## src/common/mts_pkg.sv

```systemverilog
/*
 Package for the microprogram trap sequencer: widths, request ranks,
 forced routine-start addresses, sub-cycle timing and state codes.
 Assumes one CPU cycle is split into a fixed number of mclk phases.
*/
package mts_pkg;
	localparam int unsigned MTS_NUM_REQ = 10;
	localparam int unsigned MTS_HALF_W = 8;
	localparam int unsigned MTS_WORD_W = 8;
	// Sub-cycle phases: one phase is 45 ns-equivalent time slot of the cycle
	localparam int unsigned MTS_PHASES = 4;
	localparam logic [1:0] MTS_PH_0_45 = 2'h0;
	localparam logic [1:0] MTS_PH_90_135 = 2'h2;
	localparam logic [1:0] MTS_PH_LAST = 2'h3;
	localparam logic [1:0] MTS_PH_RESET = 2'h0;
	// Request index 0 ranks highest; index 0 is the selector data transfer
	localparam int unsigned MTS_SEL_XFER = 0;
	localparam logic [3:0] MTS_ADDR_CHECK_REQ = 4'h8;
	localparam logic [15:0] MTS_TRAP_BASE = 16'hd000;
	localparam logic [15:0] MTS_TRAP_STEP = 16'h0040;
	localparam logic [15:0] MTS_ADDR_RESET = 16'h0000;
	typedef enum logic [2:0] {
		MTS_IDLE = 3'b000,
		MTS_TRAP1 = 3'b001,
		MTS_TRAP2 = 3'b010,
		MTS_TRAP3 = 3'b011,
		MTS_TRAP4 = 3'b100
	} mts_state_t;
endpackage

```

## src/core/mts_rank_picker.sv

```systemverilog
/*
 Fixed-rank arbiter for the trap sequencer: picks the lowest-numbered
 active request. Assumes requests are synchronous to mclk.
*/
`timescale 1ns/1ps
`default_nettype none
module mts_rank_picker #(
	parameter int unsigned N = 10
) (
	input wire logic [N-1:0] req,
	output logic any,
	output logic [3:0] idx
);
	always_comb begin
		any = 1'b0;
		idx = 4'h0;
		for (int i = N - 1; i >= 0; i--) begin
			if (req[i]) begin
				any = 1'b1;
				idx = 4'(i);
			end
		end
	end
endmodule
`default_nettype wire

```

## src/core/mts_trap_sequencer.sv

```systemverilog
/*
 Trap sequencer: forces a branch out of the running microprogram,
 saves the link through a branch-and-link word and restores it on a
 return word. Trap-1..3 cycles each set an interlock latch at the
 90-135 phase. Assumes request sources and microprogram decode logic
 sit on mclk; word-type decode comes from the control word register.
 A higher rank overtakes the routine in service only at a trap-1 start,
 never inside a running trap-1..4 sequence.
*/
// Notes on behaviour
// - Simultaneous requests served highest rank first
// - Higher request preempts; lower stays pending
// - Selector transfers top rank, bypass trapping
// - Trap-1 loads forced address, next into buffer
// - Forced address chosen by served operation
// - First trapped word fetched into control register
// - Trap-2 link-saves flag, aux, next halves
// - Return word restores flag, aux, address halves
// - Trap-1 needs no inhibit, request, 0-time, no storage-1
// - Trap-1 blocks traps; sets interlock at 90-135
// - Trap-1 forces address into both halves
// - Block latch set trap-1, cleared trap-4
// - Trap-3/4 stop endless trap-1/2 looping
// - Address check discontinues using routine
`timescale 1ns/1ps
`default_nettype none
module mts_trap_sequencer
	import mts_pkg::*;
#(
	parameter int unsigned HW = mts_pkg::MTS_HALF_W,
	parameter int unsigned WW = mts_pkg::MTS_WORD_W
) (
	input wire logic mclk,
	input wire logic rst,
	input wire logic [mts_pkg::MTS_NUM_REQ-1:0] req,
	input wire logic inhibit_traps,
	input wire logic stg1_cycle,
	input wire logic addr_invalid,
	input wire logic [HW-1:0] gen_high_half,
	input wire logic [HW-1:0] gen_low_half,
	input wire logic [31:0] cs_word,
	input wire logic is_bal_word,
	input wire logic is_return_word,
	input wire logic routine_done,
	input wire logic [WW-1:0] flag_word,
	input wire logic [WW-1:0] aux_word,
	input wire logic [2*WW+2*HW-1:0] link_rd_data,
	output logic [1:0] phase,
	output logic sel_xfer_grant,
	output logic [3:0] serving,
	output logic serving_valid,
	output logic [HW-1:0] addr_high_half,
	output logic [HW-1:0] addr_low_half,
	output logic [HW-1:0] next_high_half,
	output logic [HW-1:0] next_low_half,
	output logic [31:0] ctrl_word,
	output logic link_wr,
	output logic [2*WW+2*HW-1:0] link_wr_data,
	output logic restore_valid,
	output logic [WW-1:0] flag_restore,
	output logic [WW-1:0] aux_restore,
	output logic routine_abort,
	output logic trap_block_latch,
	output logic [2:0] cycle_interlock,
	output logic trap1_active
);
	import mts_pkg::*;

	// ------------------------------------------------------------
	// Sub-cycle phase and state
	// ------------------------------------------------------------
	logic [1:0] phase_q, phase_d;
	mts_state_t state_q, state_d;
	logic [MTS_NUM_REQ-1:0] pend_q, pend_d;
	logic [3:0] serve_q, serve_d;
	logic serve_v_q, serve_v_d;
	logic blk_q, blk_d;
	logic [2:0] ilk_q, ilk_d;
	logic [HW-1:0] mh_q, mh_d, ml_q, ml_d, nh_q, nh_d, nl_q, nl_d;
	logic [31:0] cw_q;
	logic lw_q;
	logic [2*WW+2*HW-1:0] lwd_q;
	logic rv_q;
	logic [WW-1:0] fr_q, ar_q;
	logic ab_q;

	wire cyc_end = (phase_q == MTS_PH_LAST);
	wire at_0time = (phase_q == MTS_PH_0_45);
	wire at_90 = (phase_q == MTS_PH_90_135);
	assign phase_d = cyc_end ? MTS_PH_RESET : phase_q + 2'h1;

	// ------------------------------------------------------------
	// Request arbitration
	// ------------------------------------------------------------
	// Address check raises its own request line; latched with the rest
	wire [MTS_NUM_REQ-1:0] req_all = req | (MTS_NUM_REQ'(addr_invalid) << MTS_ADDR_CHECK_REQ);
	wire [MTS_NUM_REQ-1:0] pend_now = pend_q | req_all;
	// Selector transfers never enter the trap path
	wire [MTS_NUM_REQ-1:0] trap_req = pend_now & ~(MTS_NUM_REQ'(1) << MTS_SEL_XFER);
	logic win_any;
	logic [3:0] win_idx;

	mts_rank_picker #(.N(MTS_NUM_REQ)) u_pick (
		.req(trap_req),
		.any(win_any),
		.idx(win_idx)
	);

	// Preemption: a running routine is overtaken by a better rank
	wire preempt = serve_v_q && win_any && (win_idx < serve_q);
	wire trap_start = (state_q == MTS_IDLE) && !blk_q && !inhibit_traps && win_any && at_0time
		&& !stg1_cycle && (!serve_v_q || preempt);

	// Forced start address is a pure function of the served rank
	function automatic logic [15:0] trap_addr(input logic [3:0] idx);
		trap_addr = MTS_TRAP_BASE + (16'(idx) * MTS_TRAP_STEP);
	endfunction
	wire [15:0] forced = trap_addr(win_idx);

	// ------------------------------------------------------------
	// Trap cycle sequencing
	// ------------------------------------------------------------
	always_comb begin
		state_d = state_q;
		ilk_d = ilk_q;
		blk_d = blk_q;
		serve_d = serve_q;
		serve_v_d = serve_v_q;
		pend_d = pend_now & ~(MTS_NUM_REQ'(1) << MTS_SEL_XFER);
		unique case (state_q)
			MTS_IDLE: begin
				if (trap_start) begin
					state_d = MTS_TRAP1;
					blk_d = 1'b1;
					serve_d = win_idx;
					serve_v_d = 1'b1;
					pend_d[win_idx] = 1'b0;
				end else if (routine_done || is_return_word) begin
					serve_v_d = 1'b0;
				end
			end
			MTS_TRAP1: begin
				// Source drops its line a cycle late; keep it from re-latching
				pend_d[serve_q] = 1'b0;
				if (at_90) ilk_d[0] = 1'b1;
				if (cyc_end) state_d = MTS_TRAP2;
			end
			MTS_TRAP2: begin
				if (at_90) ilk_d[1] = 1'b1;
				if (cyc_end) state_d = MTS_TRAP3;
			end
			MTS_TRAP3: begin
				if (at_90) ilk_d[2] = 1'b1;
				if (cyc_end) state_d = MTS_TRAP4;
			end
			MTS_TRAP4: begin
				if (cyc_end) begin
					state_d = MTS_IDLE;
					blk_d = 1'b0;
					ilk_d = 3'h0;
				end
			end
			default: state_d = MTS_IDLE;
		endcase
	end

	// ------------------------------------------------------------
	// Address registers
	// ------------------------------------------------------------
	// The trap address goes in at 0-45 time as trap-1 starts; normal load suppressed
	wire load_forced = trap_start;
	wire load_normal = cyc_end && (state_q == MTS_IDLE || state_q == MTS_TRAP3) && !rv_q;
	always_comb begin
		mh_d = mh_q;
		ml_d = ml_q;
		nh_d = nh_q;
		nl_d = nl_q;
		if (load_forced) begin
			mh_d = forced[2*HW-1:HW];
			ml_d = forced[HW-1:0];
			nh_d = gen_high_half;
			nl_d = gen_low_half;
		end else if (rv_q) begin
			mh_d = link_rd_data[2*HW-1:HW];
			ml_d = link_rd_data[HW-1:0];
		end else if (load_normal) begin
			mh_d = gen_high_half;
			ml_d = gen_low_half;
			nh_d = gen_high_half;
			nl_d = gen_low_half;
		end
	end

	// Link save in trap-2 at 0-45 once trap-1 interlock is set
	wire do_link = (state_q == MTS_TRAP2) && ilk_q[0] && at_0time && is_bal_word;
	wire do_ret = is_return_word && at_0time && (state_q == MTS_IDLE);

	always_ff @(posedge mclk) begin
		if (rst) begin
			phase_q <= MTS_PH_RESET;
			state_q <= MTS_IDLE;
			blk_q <= 1'b0;
			ilk_q <= 3'h0;
		end else begin
			phase_q <= phase_d;
			state_q <= state_d;
			blk_q <= blk_d;
			ilk_q <= ilk_d;
		end
	end

	// Pending latch and the rank now in service
	always_ff @(posedge mclk) begin
		if (rst) begin
			pend_q <= '0;
			serve_q <= 4'h0;
			serve_v_q <= 1'b0;
		end else begin
			pend_q <= pend_d;
			serve_q <= serve_d;
			serve_v_q <= serve_v_d;
		end
	end

	// Address halves and next-address buffer
	always_ff @(posedge mclk) begin
		if (rst) begin
			mh_q <= '0;
			ml_q <= '0;
			nh_q <= '0;
			nl_q <= '0;
		end else begin
			mh_q <= mh_d;
			ml_q <= ml_d;
			nh_q <= nh_d;
			nl_q <= nl_d;
		end
	end

	// ------------------------------------------------------------
	// Control word, link save/restore, abort
	// ------------------------------------------------------------
	always_ff @(posedge mclk) begin
		if (rst)
			cw_q <= 32'h0;
		else if (at_0time)
			cw_q <= cs_word;
	end

	// Link save: data held until the next trap-2 branch-and-link word
	always_ff @(posedge mclk) begin
		if (rst) begin
			lw_q <= 1'b0;
			lwd_q <= '0;
		end else begin
			lw_q <= do_link;
			if (do_link) lwd_q <= {flag_word, aux_word, nh_q, nl_q};
		end
	end

	// Flag and aux words reloaded on a return word
	always_ff @(posedge mclk) begin
		if (rst) begin
			rv_q <= 1'b0;
			fr_q <= '0;
			ar_q <= '0;
		end else begin
			rv_q <= do_ret;
			if (do_ret) begin
				fr_q <= link_rd_data[2*WW+2*HW-1:WW+2*HW];
				ar_q <= link_rd_data[WW+2*HW-1:2*HW];
			end
		end
	end

	// Address check: the offending routine is not resumed, so no return follows
	always_ff @(posedge mclk) begin
		if (rst)
			ab_q <= 1'b0;
		else
			ab_q <= trap_start && (win_idx == MTS_ADDR_CHECK_REQ);
	end

	// ------------------------------------------------------------
	// Outputs
	// ------------------------------------------------------------
	assign phase = phase_q;
	assign sel_xfer_grant = pend_now[MTS_SEL_XFER] && at_0time;
	assign serving = serve_q;
	assign serving_valid = serve_v_q;
	assign addr_high_half = mh_q;
	assign addr_low_half = ml_q;
	assign next_high_half = nh_q;
	assign next_low_half = nl_q;
	assign ctrl_word = cw_q;
	assign link_wr = lw_q;
	assign link_wr_data = lwd_q;
	assign restore_valid = rv_q;
	assign flag_restore = fr_q;
	assign aux_restore = ar_q;
	assign routine_abort = ab_q;
	assign trap_block_latch = blk_q;
	assign cycle_interlock = ilk_q;
	assign trap1_active = (state_q == MTS_TRAP1);
endmodule
`default_nettype wire

```

## config.mk

```make
export PLATFORM = sky130hd
export DESIGN_NAME = mts_trap_sequencer
export DESIGN_NICKNAME = d
export VERILOG_FILES = /design/src/common/mts_pkg.sv /design/src/core/mts_rank_picker.sv /design/src/core/mts_trap_sequencer.sv
export SDC_FILE = /design/constraint.sdc
export NUM_CORES = 1
export LEC_CHECK = 0
export BUFFER_PORTS_ARGS = -buffer_cell sky130_fd_sc_hd__clkbuf_2
export CAP_MARGIN = 20
export CORE_AREA = 4 4 119 121
export CTS_CLUSTER_DIAMETER = 120
export CTS_CLUSTER_SIZE = 14
export DETAILED_ROUTE_END_ITERATION = 6
export DIE_AREA = 0 0 123 125
export HOLD_SLACK_MARGIN = 0.15
export PLACE_DENSITY = 0.72
export SYNTH_ARGS = -nofsm -noshare
export SYNTH_HDL_FRONTEND = slang
export SYNTH_SLANG_ARGS = --single-unit
```

## constraint.sdc

```tcl
create_clock -name mclk -period 2.8 [get_ports mclk]
set_clock_uncertainty 0.05 [all_clocks]
set_input_delay 0.28 -clock mclk [delete_from_list [all_inputs] [get_ports mclk]]
set_output_delay 0.28 -clock mclk [all_outputs]
set_load 0.01 [all_outputs]
```

Word level (Yosys, flattened, before mapping)
Cells that the tools add are included.
{ "totals": {"ram_bits": 0, "romBits": 0, "inputBits": 114, "latch_bits": 0, "ff_bits": 139, "word_cells": 143, "n_memories": 0, "out_inout_bits": 128} }
{ "op_classes": {"mux": 49, "n_div": 0, "n_addsub": 2, "bitwise": 6, "multipliers": 0, "n_lt_le_gt_ge": 5, "n_reduce_logical": 45, "shifts": 0, "eq_ne": 16} }
{ "op_table": {"columns": ["op", "count"], "rows": [
  ["two-way mux 8 bit", 10],
  ["two-way mux 4 bit", 9],
  ["AND 10 bit", 2],
  ["inverter 10 bit", 2],
  ["one-hot mux 10 bit (2 select lines)", 1],
  ["logical AND 1 bit", 19],
  ["adder 15 x 11 -> 16 bit (first input constant)", 1],
  ["two-way mux 1 bit", 16],
  ["two-way mux 3 bit", 5],
  ["one-hot mux 3 bit (5 select lines)", 1],
  ["!= test 2 bit (second input constant)", 6],
  ["AND reduction 3 bit", 4],
  ["nonzero test 2 bit", 6],
  ["< comparator 4 x 5 -> 1 bit (second input constant)", 2],
  ["two-way mux 10 bit", 1],
  ["bitwise OR 10 bit", 1],
  ["bitwise OR 10 x 9 -> 10 bit", 1],
  ["demux 1 bit (select 4 bit)", 2],
  [">= comparator 4 x 1 -> 1 bit (second input constant)", 2],
  ["one-hot mux 1 bit (2 select lines)", 4],
  ["== test 3 x 2 -> 1 bit (second input constant)", 2],
  ["!= test 2 x 1 -> 1 bit (second input constant)", 3],
  ["AND reduction 2 bit", 3],
  ["zero test 1 bit", 5],
  ["other kinds (12)", 15]
]} }

Longest topological paths before layout
Gate-level depths: netlist (run 1).
{ "depth": {"word_depth": 19, "depth_mapped": 12, "depth_no_buf": 11} }

By module
Synthesis (run 1) repeated with hierarchy kept, for this count alone.
{ "unflattened": {"cells_unflattened": 638, "area_unflattened_um2": 5587.9} }
{ "modules_own_cells": {"columns": ["module", "instances", "cells_per_inst", "seq_area_each_um2", "area_per_inst_um2"], "rows": [
  ["mts_trap_sequencer", 1, 620, 2762.6, 5486.5],
  ["mts_rank_picker", 1, 18, 0.0, 101.3]
]} }

Worst setup path after synthesis (run 1)
No wires, ideal clock.
{ "synth_path": {"path_type": "register -> register", "from": "register pend_q[3]", "to": "register nl_q[1] (netlist: next_low_half[1])", "stages_incl_launch_ff": 12, "synth_period_minus_slack_ps": 2778, "slack_ps": 22, "path_buffers": 1, "arrival_ps": 2658, "setup_time_ps": 71, "t_required_ps": 2679, "cell_sequence": "dfxtp_1 -> nor4_4 -> nand2_1 -> a21oi_1 -> ha_1 -> a211oi_1 -> nor2_1 -> nor3_2 -> o211a_2 -> clkbuf_1 -> o21ai_0 -> a21oi_1"} }
{ "synth_between": {"elab_chain_len": 10, "elab_cells_between_ends": 19, "classes_between": "order compare (1); eq/ne (1); mux (7); bitwise (1); reduce/logical (9)"} }
{ "synth_lines": {"columns": ["item", "line_no", "source"], "rows": [
  ["start: declaration", "mts_trap_sequencer.sv:74", "logic [MTS_NUM_REQ-1:0] pend_q, pend_d;"],
  ["start signal: assignment", "mts_trap_sequencer.sv:219", "pend_q <= pend_d;"],
  ["bitwise OR 10 bit *", "mts_trap_sequencer.sv:97", "wire [MTS_NUM_REQ-1:0] pend_now = pend_q | req_all;"],
  ["two-way mux 4 bit / two-way mux 1 bit (equally long branches) (3 in series)", "mts_rank_picker.sv:18", "if (req[i]) begin"],
  ["< comparator 4 bit (tied with other cells)", "mts_trap_sequencer.sv:110", "wire preempt = serve_v_q && win_any && (win_idx < serve_q);"],
  ["logical AND 1 bit (on tied branches)", "mts_trap_sequencer.sv:110, mts_trap_sequencer.sv:111", null],
  ["logical OR 1 bit / logical AND 1 bit (equally long branches)", "mts_trap_sequencer.sv:112", "&& !stg1_cycle && (!serve_v_q || preempt);"],
  ["logical AND 1 bit *", "mts_trap_sequencer.sv:112", null],
  ["!= test 2 x 1 -> 1 bit (no line) / nonzero test 2 bit (equally long branches)", null, null],
  ["AND reduction 2 bit (no line)", null, null],
  ["end signal: assignment", "mts_trap_sequencer.sv:236", "nl_q <= nl_d;"],
  ["end: declaration", "mts_trap_sequencer.sv:79", "logic [HW-1:0] mh_q, mh_d, ml_q, ml_d, nh_q, nh_d, nl_q, nl_d;"]
]} }
Mark *: on every way between the ends. The rest lies on a longest branch, timed or not.
A chain may end at the register's enable or synchronous reset.

Worst setup path in the final report (run 1)
{ "layout_path": {"from": "input port req[7] (netlist bit)", "to": "register ml_q[6] (netlist: addr_low_half[6])"} }
{ "layout_between": {"elab_chain_len": 14, "elab_cells_between_ends": 27, "classes_between": "add/sub (1); order compare (1); mux (15); bitwise (2); reduce/logical (8)"} }
{ "layout_lines": {"columns": ["item", "line_no", "source"], "rows": [
  ["start: declaration", "mts_trap_sequencer.sv:35", "input wire logic [mts_pkg::MTS_NUM_REQ-1:0] req,"],
  ["bitwise OR 10 x 9 -> 10 bit *", "mts_trap_sequencer.sv:96", "wire [MTS_NUM_REQ-1:0] req_all = req | (MTS_NUM_REQ'(addr_invalid) << MTS_ADDR_CHECK_REQ);"],
  ["bitwise OR 10 bit *", "mts_trap_sequencer.sv:97", null],
  ["parallel branches: the longest is 12 deep, another holds adder 15 x 11 -> 16 bit", null, null],
  ["end signal: assignment", "mts_trap_sequencer.sv:234", "ml_q <= ml_d;"],
  ["end: declaration", "mts_trap_sequencer.sv:79", null]
]} }
Every way passes the cells marked *.

==> results of run 1 <==
placed cells by master (no fill, tap or decap), drive strengths merged, types with 2 or more instances in the layout:
master,instances
a311oi,4
o31ai,3
o21ai,24
nor3b,2
or2,4
clkbuf,259
nor3,12
bufinv,4
nor4,6
inv,9
nand2,135
nand4,5
nand2b,6
nand3,22
and3,3
clkinv,5
buf,28
dlygate4sd3,94
a31oi,2
ha,6
o221ai,3
a21oi,105
a41oi,2
nor2b,2
dfxtp,138
a22oi,3
nor2,66
o211a,2
a211oi,7
a2111oi,2
mux2i,32
nand3b,2
through the flow:
stage	area (um2)	instances
floorplan	5550	667
global placement	6990	1059
detailed placement	6990	1059
CTS	8560	1185
global route	8600	1187
finish	8600	1187
layout make-up:
type	count	area [um2]
antenna	1	2.50
clock buffer	19	443
clock inverter	13	190
fill	1030	4490
inverter	6	22.5
multi-input combinational	472	2570
sequential	138	2760
tap	176	220
timing repair buffer	362	2380
registers in the layout (all words and copies together) (netlist names), 2 cells and up:
| signal | cells |
|---|---|
| addr_high_half | 8 |
| addr_low_half | 8 |
| phase | 2 |
| serving | 4 |
| next_low_half | 8 |
| cycle_interlock | 3 |
| state_q | 3 |
| next_high_half | 8 |
| ctrl_word | 32 |
| link_wr_data | 32 |
| pend_q | 9 |
| aux_restore | 8 |
| flag_restore | 8 |
per-layer routing:
layer / global-route usage, % / routed length (um) / share of wire (%)
met2: 39.3 / 9090 / 48
met5: 0 / 0 / 0
met1: 29.4 / 7480 / 40
met3: 7.45 / 1580 / 8.4
met4: 11.3 / 680 / 3.6
power by group through the flow:
stage          logic (mW)  registers [mW]  clock network [mW]
6_report            0.926            2.19                2.41
5_1_grt              1.01            2.21                2.53
4_1_cts             0.908            2.19                2.45
3_5_place_dp        0.799            2.23                   0
3_3_place_gp        0.789            2.23                   0
2_1_floorplan       0.414            2.27                   0
how the worst max path moves through the flow:
stage	endpoint	slack, ns	cells past startpoint
2_1_floorplan	next_low_half[1]	0.02	11
3_3_place_gp	next_low_half[1]	0.13	13
3_5_place_dp	next_high_half[0]	0.06	13
4_1_cts	next_low_half[5]	0.11	12
5_1_grt	pend_q[1]	-0.03	11
6_report	addr_low_half[6]	0.17	15
kinds of logic after synthesis:
group	synth area share (%)
fa+ha+maj	1.35
simple gates	21.2
flops	49.8
buf+inv	4.33
mux	5.77
xor+xnor	0.316
compound gates	17.2
what timing repair did:
action                     in CTS  in global routing
setup endpoints to repair       0                 35
hold buffers                   94                  0
resized for setup               0                  5
hold endpoints to repair       92                  0
buffers inserted                0                  1
==> flow_summary.toml, run 1 <==
[setup_path]
cp_num_buf_inv = 4
cp.required_ns = 3.05
critPathCaptureType = "register"
cp_data_arrival_time_ns = 2.88
r2r_end = "pend_q[1]"
slowest_delay_ns = 0.55
cp-start-kind = "input pin"
path_cells = "clkbuf_2 -> dlygate4sd3_1 -> nor2_1 -> nand2_1 -> nand2_1 -> a21oi_1 -> ha_1 -> nand4_1 -> a21oi_1 -> nor3_2 -> buf_4 -> o211a_4 -> buf_12 -> a221o_1 -> o2bb2ai_1"
rrSetupSlack_ns = 0.18
r2r_cells = 11
cpMaxStageDelayCell = "dlygate4sd3_1"
cpLargestDelayFamily = "buffers and inverters"
cp_max_fo = 17
critical_path_class = "input pin to register"
r2r-start = "pend_q[3]"
critPathLaunch = "req[7]"

[logic_synthesis]
synthTopCellsByArea = "dfxtp_1 50%, a21oi_1 9.5%, nand2_1 9.1%, mux2i_1 5.8%, nor2_1 4.5%"
yosysUniqueCellTypes = 49
yosys_most_used_dff = "dfxtp_1"
yosys.area.top_type = "dfxtp_1"
yosys_warnings = 0
syn_inst = 667
syn_area_mm2 = 0.00555
async_reset_ff_share_pct = 0
syn_avg_cell_area_um2 = 8.32
syn_nets = 787
ys_seq_area_share_pct = 49.8
synth-edff-count = 0
synth_top_area_share_pct = 49.8
yosys-top-cells-count = "138 x dfxtp_1, 135 x nand2_1, 105 x a21oi_1, 66 x nor2_1, 41 x clkbuf_1"
synth_most_common_cell = "dfxtp_1"
ys_ff_latch = 138

[sta]
hold_viol = 0
setup_tns_ns = 0
period_minus_slack_ns = 2.63
setup-violations-final = 0
worst_pin_slew_ns = 0.631
whs_ns = 0.194
slew_violations = 0
relSlewSlack_pct = 57.5
worst_slack_ns = 0.170
post-route-period-util_pct = 93.9
maxClockFrequency_mhz = 380

[global_routing]
grt-ovfl-total = 0
gr-usage-all-layers_pct = 24.3
antenna_found_initial = 1
grt_pass1_vias = 6020
grt_max_degree = 70
grt_pass1_wl_um = 30000

[clock_tree]
clockBufferDepth = 2
cts_sinks = 138
cts_root_buffer = "clkbuf_16"
clk_latency_ns = 0.42
numCtsBuffers = 17
path_clk_slew_ns = 0.06
h-tree-depth = 4
tritoncts = "built"

[die]
dieWidth_um = 123
core-area_mm2 = 0.0131
ioPinCount = 242
start_util_pct = 42.4
rows = 42
die_area_mm2 = 0.0154
die_h_um = 125

[power_and_ir_drop]
switching_power_mw = 1.47
combPwrFrac_pct = 16.8
pwr-share-seq_pct = 39.7
leakage_nw = 3.82
peakVddDrop_v = 0.000633
power_density_mw_per_mm2 = 643
swShare_pct = 26.6
clkPwrFrac_pct = 43.6
total_power_mw = 5.53
intPower_mw = 4.06

[detailed_routing]
final_antenna_net_count = 0
wire_per_inst_um = 15.9
drt-vias-per-instance = 5.10
vias = 6058
drt-total-wl_um = 18800
drt_iter0_markers = 448
drt_pass1_iterations = 5
drcViolationCount = 0

[placement]
portBuffers = 241
hpwl_um = 12000
pre_cts_ws_ns = 0.0626
globalplace.congestion = 0.881

[hold_path]
hp-start = "rst"
min_path_type = "input pin to register"
worstHoldPathCells = 2
hold_end = "ctrl_word[14]"

[finish]
drive_above_1_share_pct = 31.1
area_delta_synth_final_pct = 55.0
final_nets = 1117
utilization_pct = 65.7

[status]
status = "finished clean"

[flow_run]
drv_cap = 0
Note: power is estimated with default switching activity, not from simulation.
==> inputs of run 2 (changes only) <==
- ABC_AREA: default -> 0
- BUFFER_PORTS_ARGS: -buffer_cell sky130_fd_sc_hd__clkbuf_2 -> -buffer_cell sky130_fd_sc_hd__buf_2
==> flow_summary.toml, run 2 (synthesized netlist as in run 1, its figures left out) <==
[sta]
hold_viol = 0
slew_violations = 0
worst_slack_ns = 0.162
post-route-period-util_pct = 94.2
maxClockFrequency_mhz = 379
worst_pin_slew_ns = 0.567
period_minus_slack_ns = 2.64
setup_tns_ns = 0
setup-violations-final = 0
relSlewSlack_pct = 62.2

[hold_path]
hp-start = "link_rd_data[6]"
hold_end = "addr_low_half[6]"
worstHoldPathCells = 3
min_path_type = "input pin to register"

[setup_path]
rrSetupSlack_ns = 0.16
critPathCaptureType = "register"
critical_path_class = "register to register"
path_cells = "nor4_4 -> nand4_1 -> a21oi_2 -> ha_1 -> o21ai_0 -> nor2_1 -> nor3_2 -> buf_4 -> o211a_2 -> buf_12 -> o21ai_0 -> a21oi_1"
cpLargestDelayFamily = "compound AO/OA/AOI/OAI gates"
cp.required_ns = 3.09
crit_top_cell = "o21ai_0"
cp_num_buf_inv = 2
r2r_cells = 12
cp_max_fo = 17
slowest_delay_ns = 0.34
r2r_end = "next_low_half[0]"
cp-start-kind = "register"
cpMaxStageDelayCell = "dfxtp_1"
r2r-start = "pend_q[5]"
cp_data_arrival_time_ns = 2.93

[global_routing]
grt_max_degree = 55
grt_pass1_wl_um = 29700
gr-usage-all-layers_pct = 23.9
grt-ovfl-total = 0
antenna_found_initial = 1
grt_pass1_vias = 5902

[placement]
hpwl_um = 11800
globalplace.congestion = 0.896
portBuffers = 241
pre_cts_ws_ns = 0.0583
dpl_cell_area_mm2 = 0.00701

[power_and_ir_drop]
leakage_nw = 3.92
peakVddDrop_v = 0.000582
power_density_mw_per_mm2 = 659

[die]
rows = 42
ioPinCount = 242
start_util_pct = 42.4
die_h_um = 125
dieWidth_um = 123
die_area_mm2 = 0.0154
core-area_mm2 = 0.0131

[finish]
drive_above_1_share_pct = 31.5
final_cell_mix = "240 x buf_2, 138 x dfxtp_1, 135 x nand2_1"
area_delta_synth_final_pct = 55.6
final_common_cell = "buf_2"
fin_area_mm2 = 0.00863
final_nets = 1117

[detailed_routing]
drcViolationCount = 0
drt-vias-per-instance = 5.18
final_antenna_net_count = 0
drt_iter0_markers = 502
drt-total-wl_um = 18400
vias = 6147
wire_per_inst_um = 15.5
drt_pass1_iterations = 5

[status]
status = "finished clean"

[clock_tree]
h-tree-depth = 4
clockBufferDepth = 2
tritoncts = "built"
path_clk_slew_ns = 0.06
numCtsBuffers = 17
cts_root_buffer = "clkbuf_16"
cts_sinks = 138
clk_latency_ns = 0.42

[flow_run]
drv_cap = 0
run 2: repair_timing:
action | CTS | global route
hold buffers | 91 | 0
resized for setup | 0 | 3
buffers inserted | 0 | 2
endpoints found under the hold margin | 91 | 0
setup endpoints to repair | 0 | 36
run 2: per-stage QoR:
| stage | hold slack, ns | utilization (%) | power (mW) | instances |
|---|---|---|---|---|
| floorplan | 0.366 | - | 2.68 | 667 |
| global placement | 0.389 | 53.6 | 3.02 | 1061 |
| detailed placement | 0.393 | 53.6 | 3.03 | 1061 |
| CTS | 0.156 | 65.7 | 5.70 | 1184 |
| global route | 0.178 | 66.0 | 5.92 | 1187 |
| finish | 0.176 | 66.0 | 5.69 | 1187 |
run 2: worst reg2reg max path: cells and delay by family (launching register included):
kind / cells / cell delay, ns
AOI/OAI and AO/OA: 5 / 0.86
and+or+nand+nor: 4 / 0.73
DFF: 1 / 0.34
buffers and inverters: 2 / 0.31
adders and majority gates: 1 / 0.27
run 2: worst max path at each step:
stage | cells after the start | endpoint | from
6_report | 12 | next_low_half[0] | pend_q[5]
5_1_grt | 12 | next_high_half[3] | pend_q[5]
4_1_cts | 12 | next_low_half[0] | pend_q[5]
3_5_place_dp | 12 | pend_q[1] | req[5]
3_3_place_gp | 10 | pend_q[4] | req[3]
2_1_floorplan | 11 | next_low_half[1] | pend_q[3]
run 2: cell type report:
type / count / area [um2]
multi-input cells: 472 / 2570
inverters: 6 / 22.5
clock buffers: 18 / 439
fillers: 1032 / 4450
clock inverters: 14 / 239
diodes: 1 / 2.50
flip-flops and latches: 138 / 2760
well taps: 176 / 220
repair buffers: 362 / 2380
run 2: power by group:
part           leakage, nW  switching, mW  internal (mW)  total [mW]
clock                0.335          0.879           1.70        2.58
sequential            1.13         0.0876           2.10        2.19
combinational         2.46          0.486          0.439       0.925
run 2: metal layers:
metal / GRT usage (%) / up-vias / part of all wire (%)
met3: 7.41 / 50 / 8.3
met4: 10.4 / 0 / 3.4
met2: 38.0 / 279 / 47
met5: 0 / - / 0
li1: - / 2956 / -
met1: 29.7 / 2862 / 41
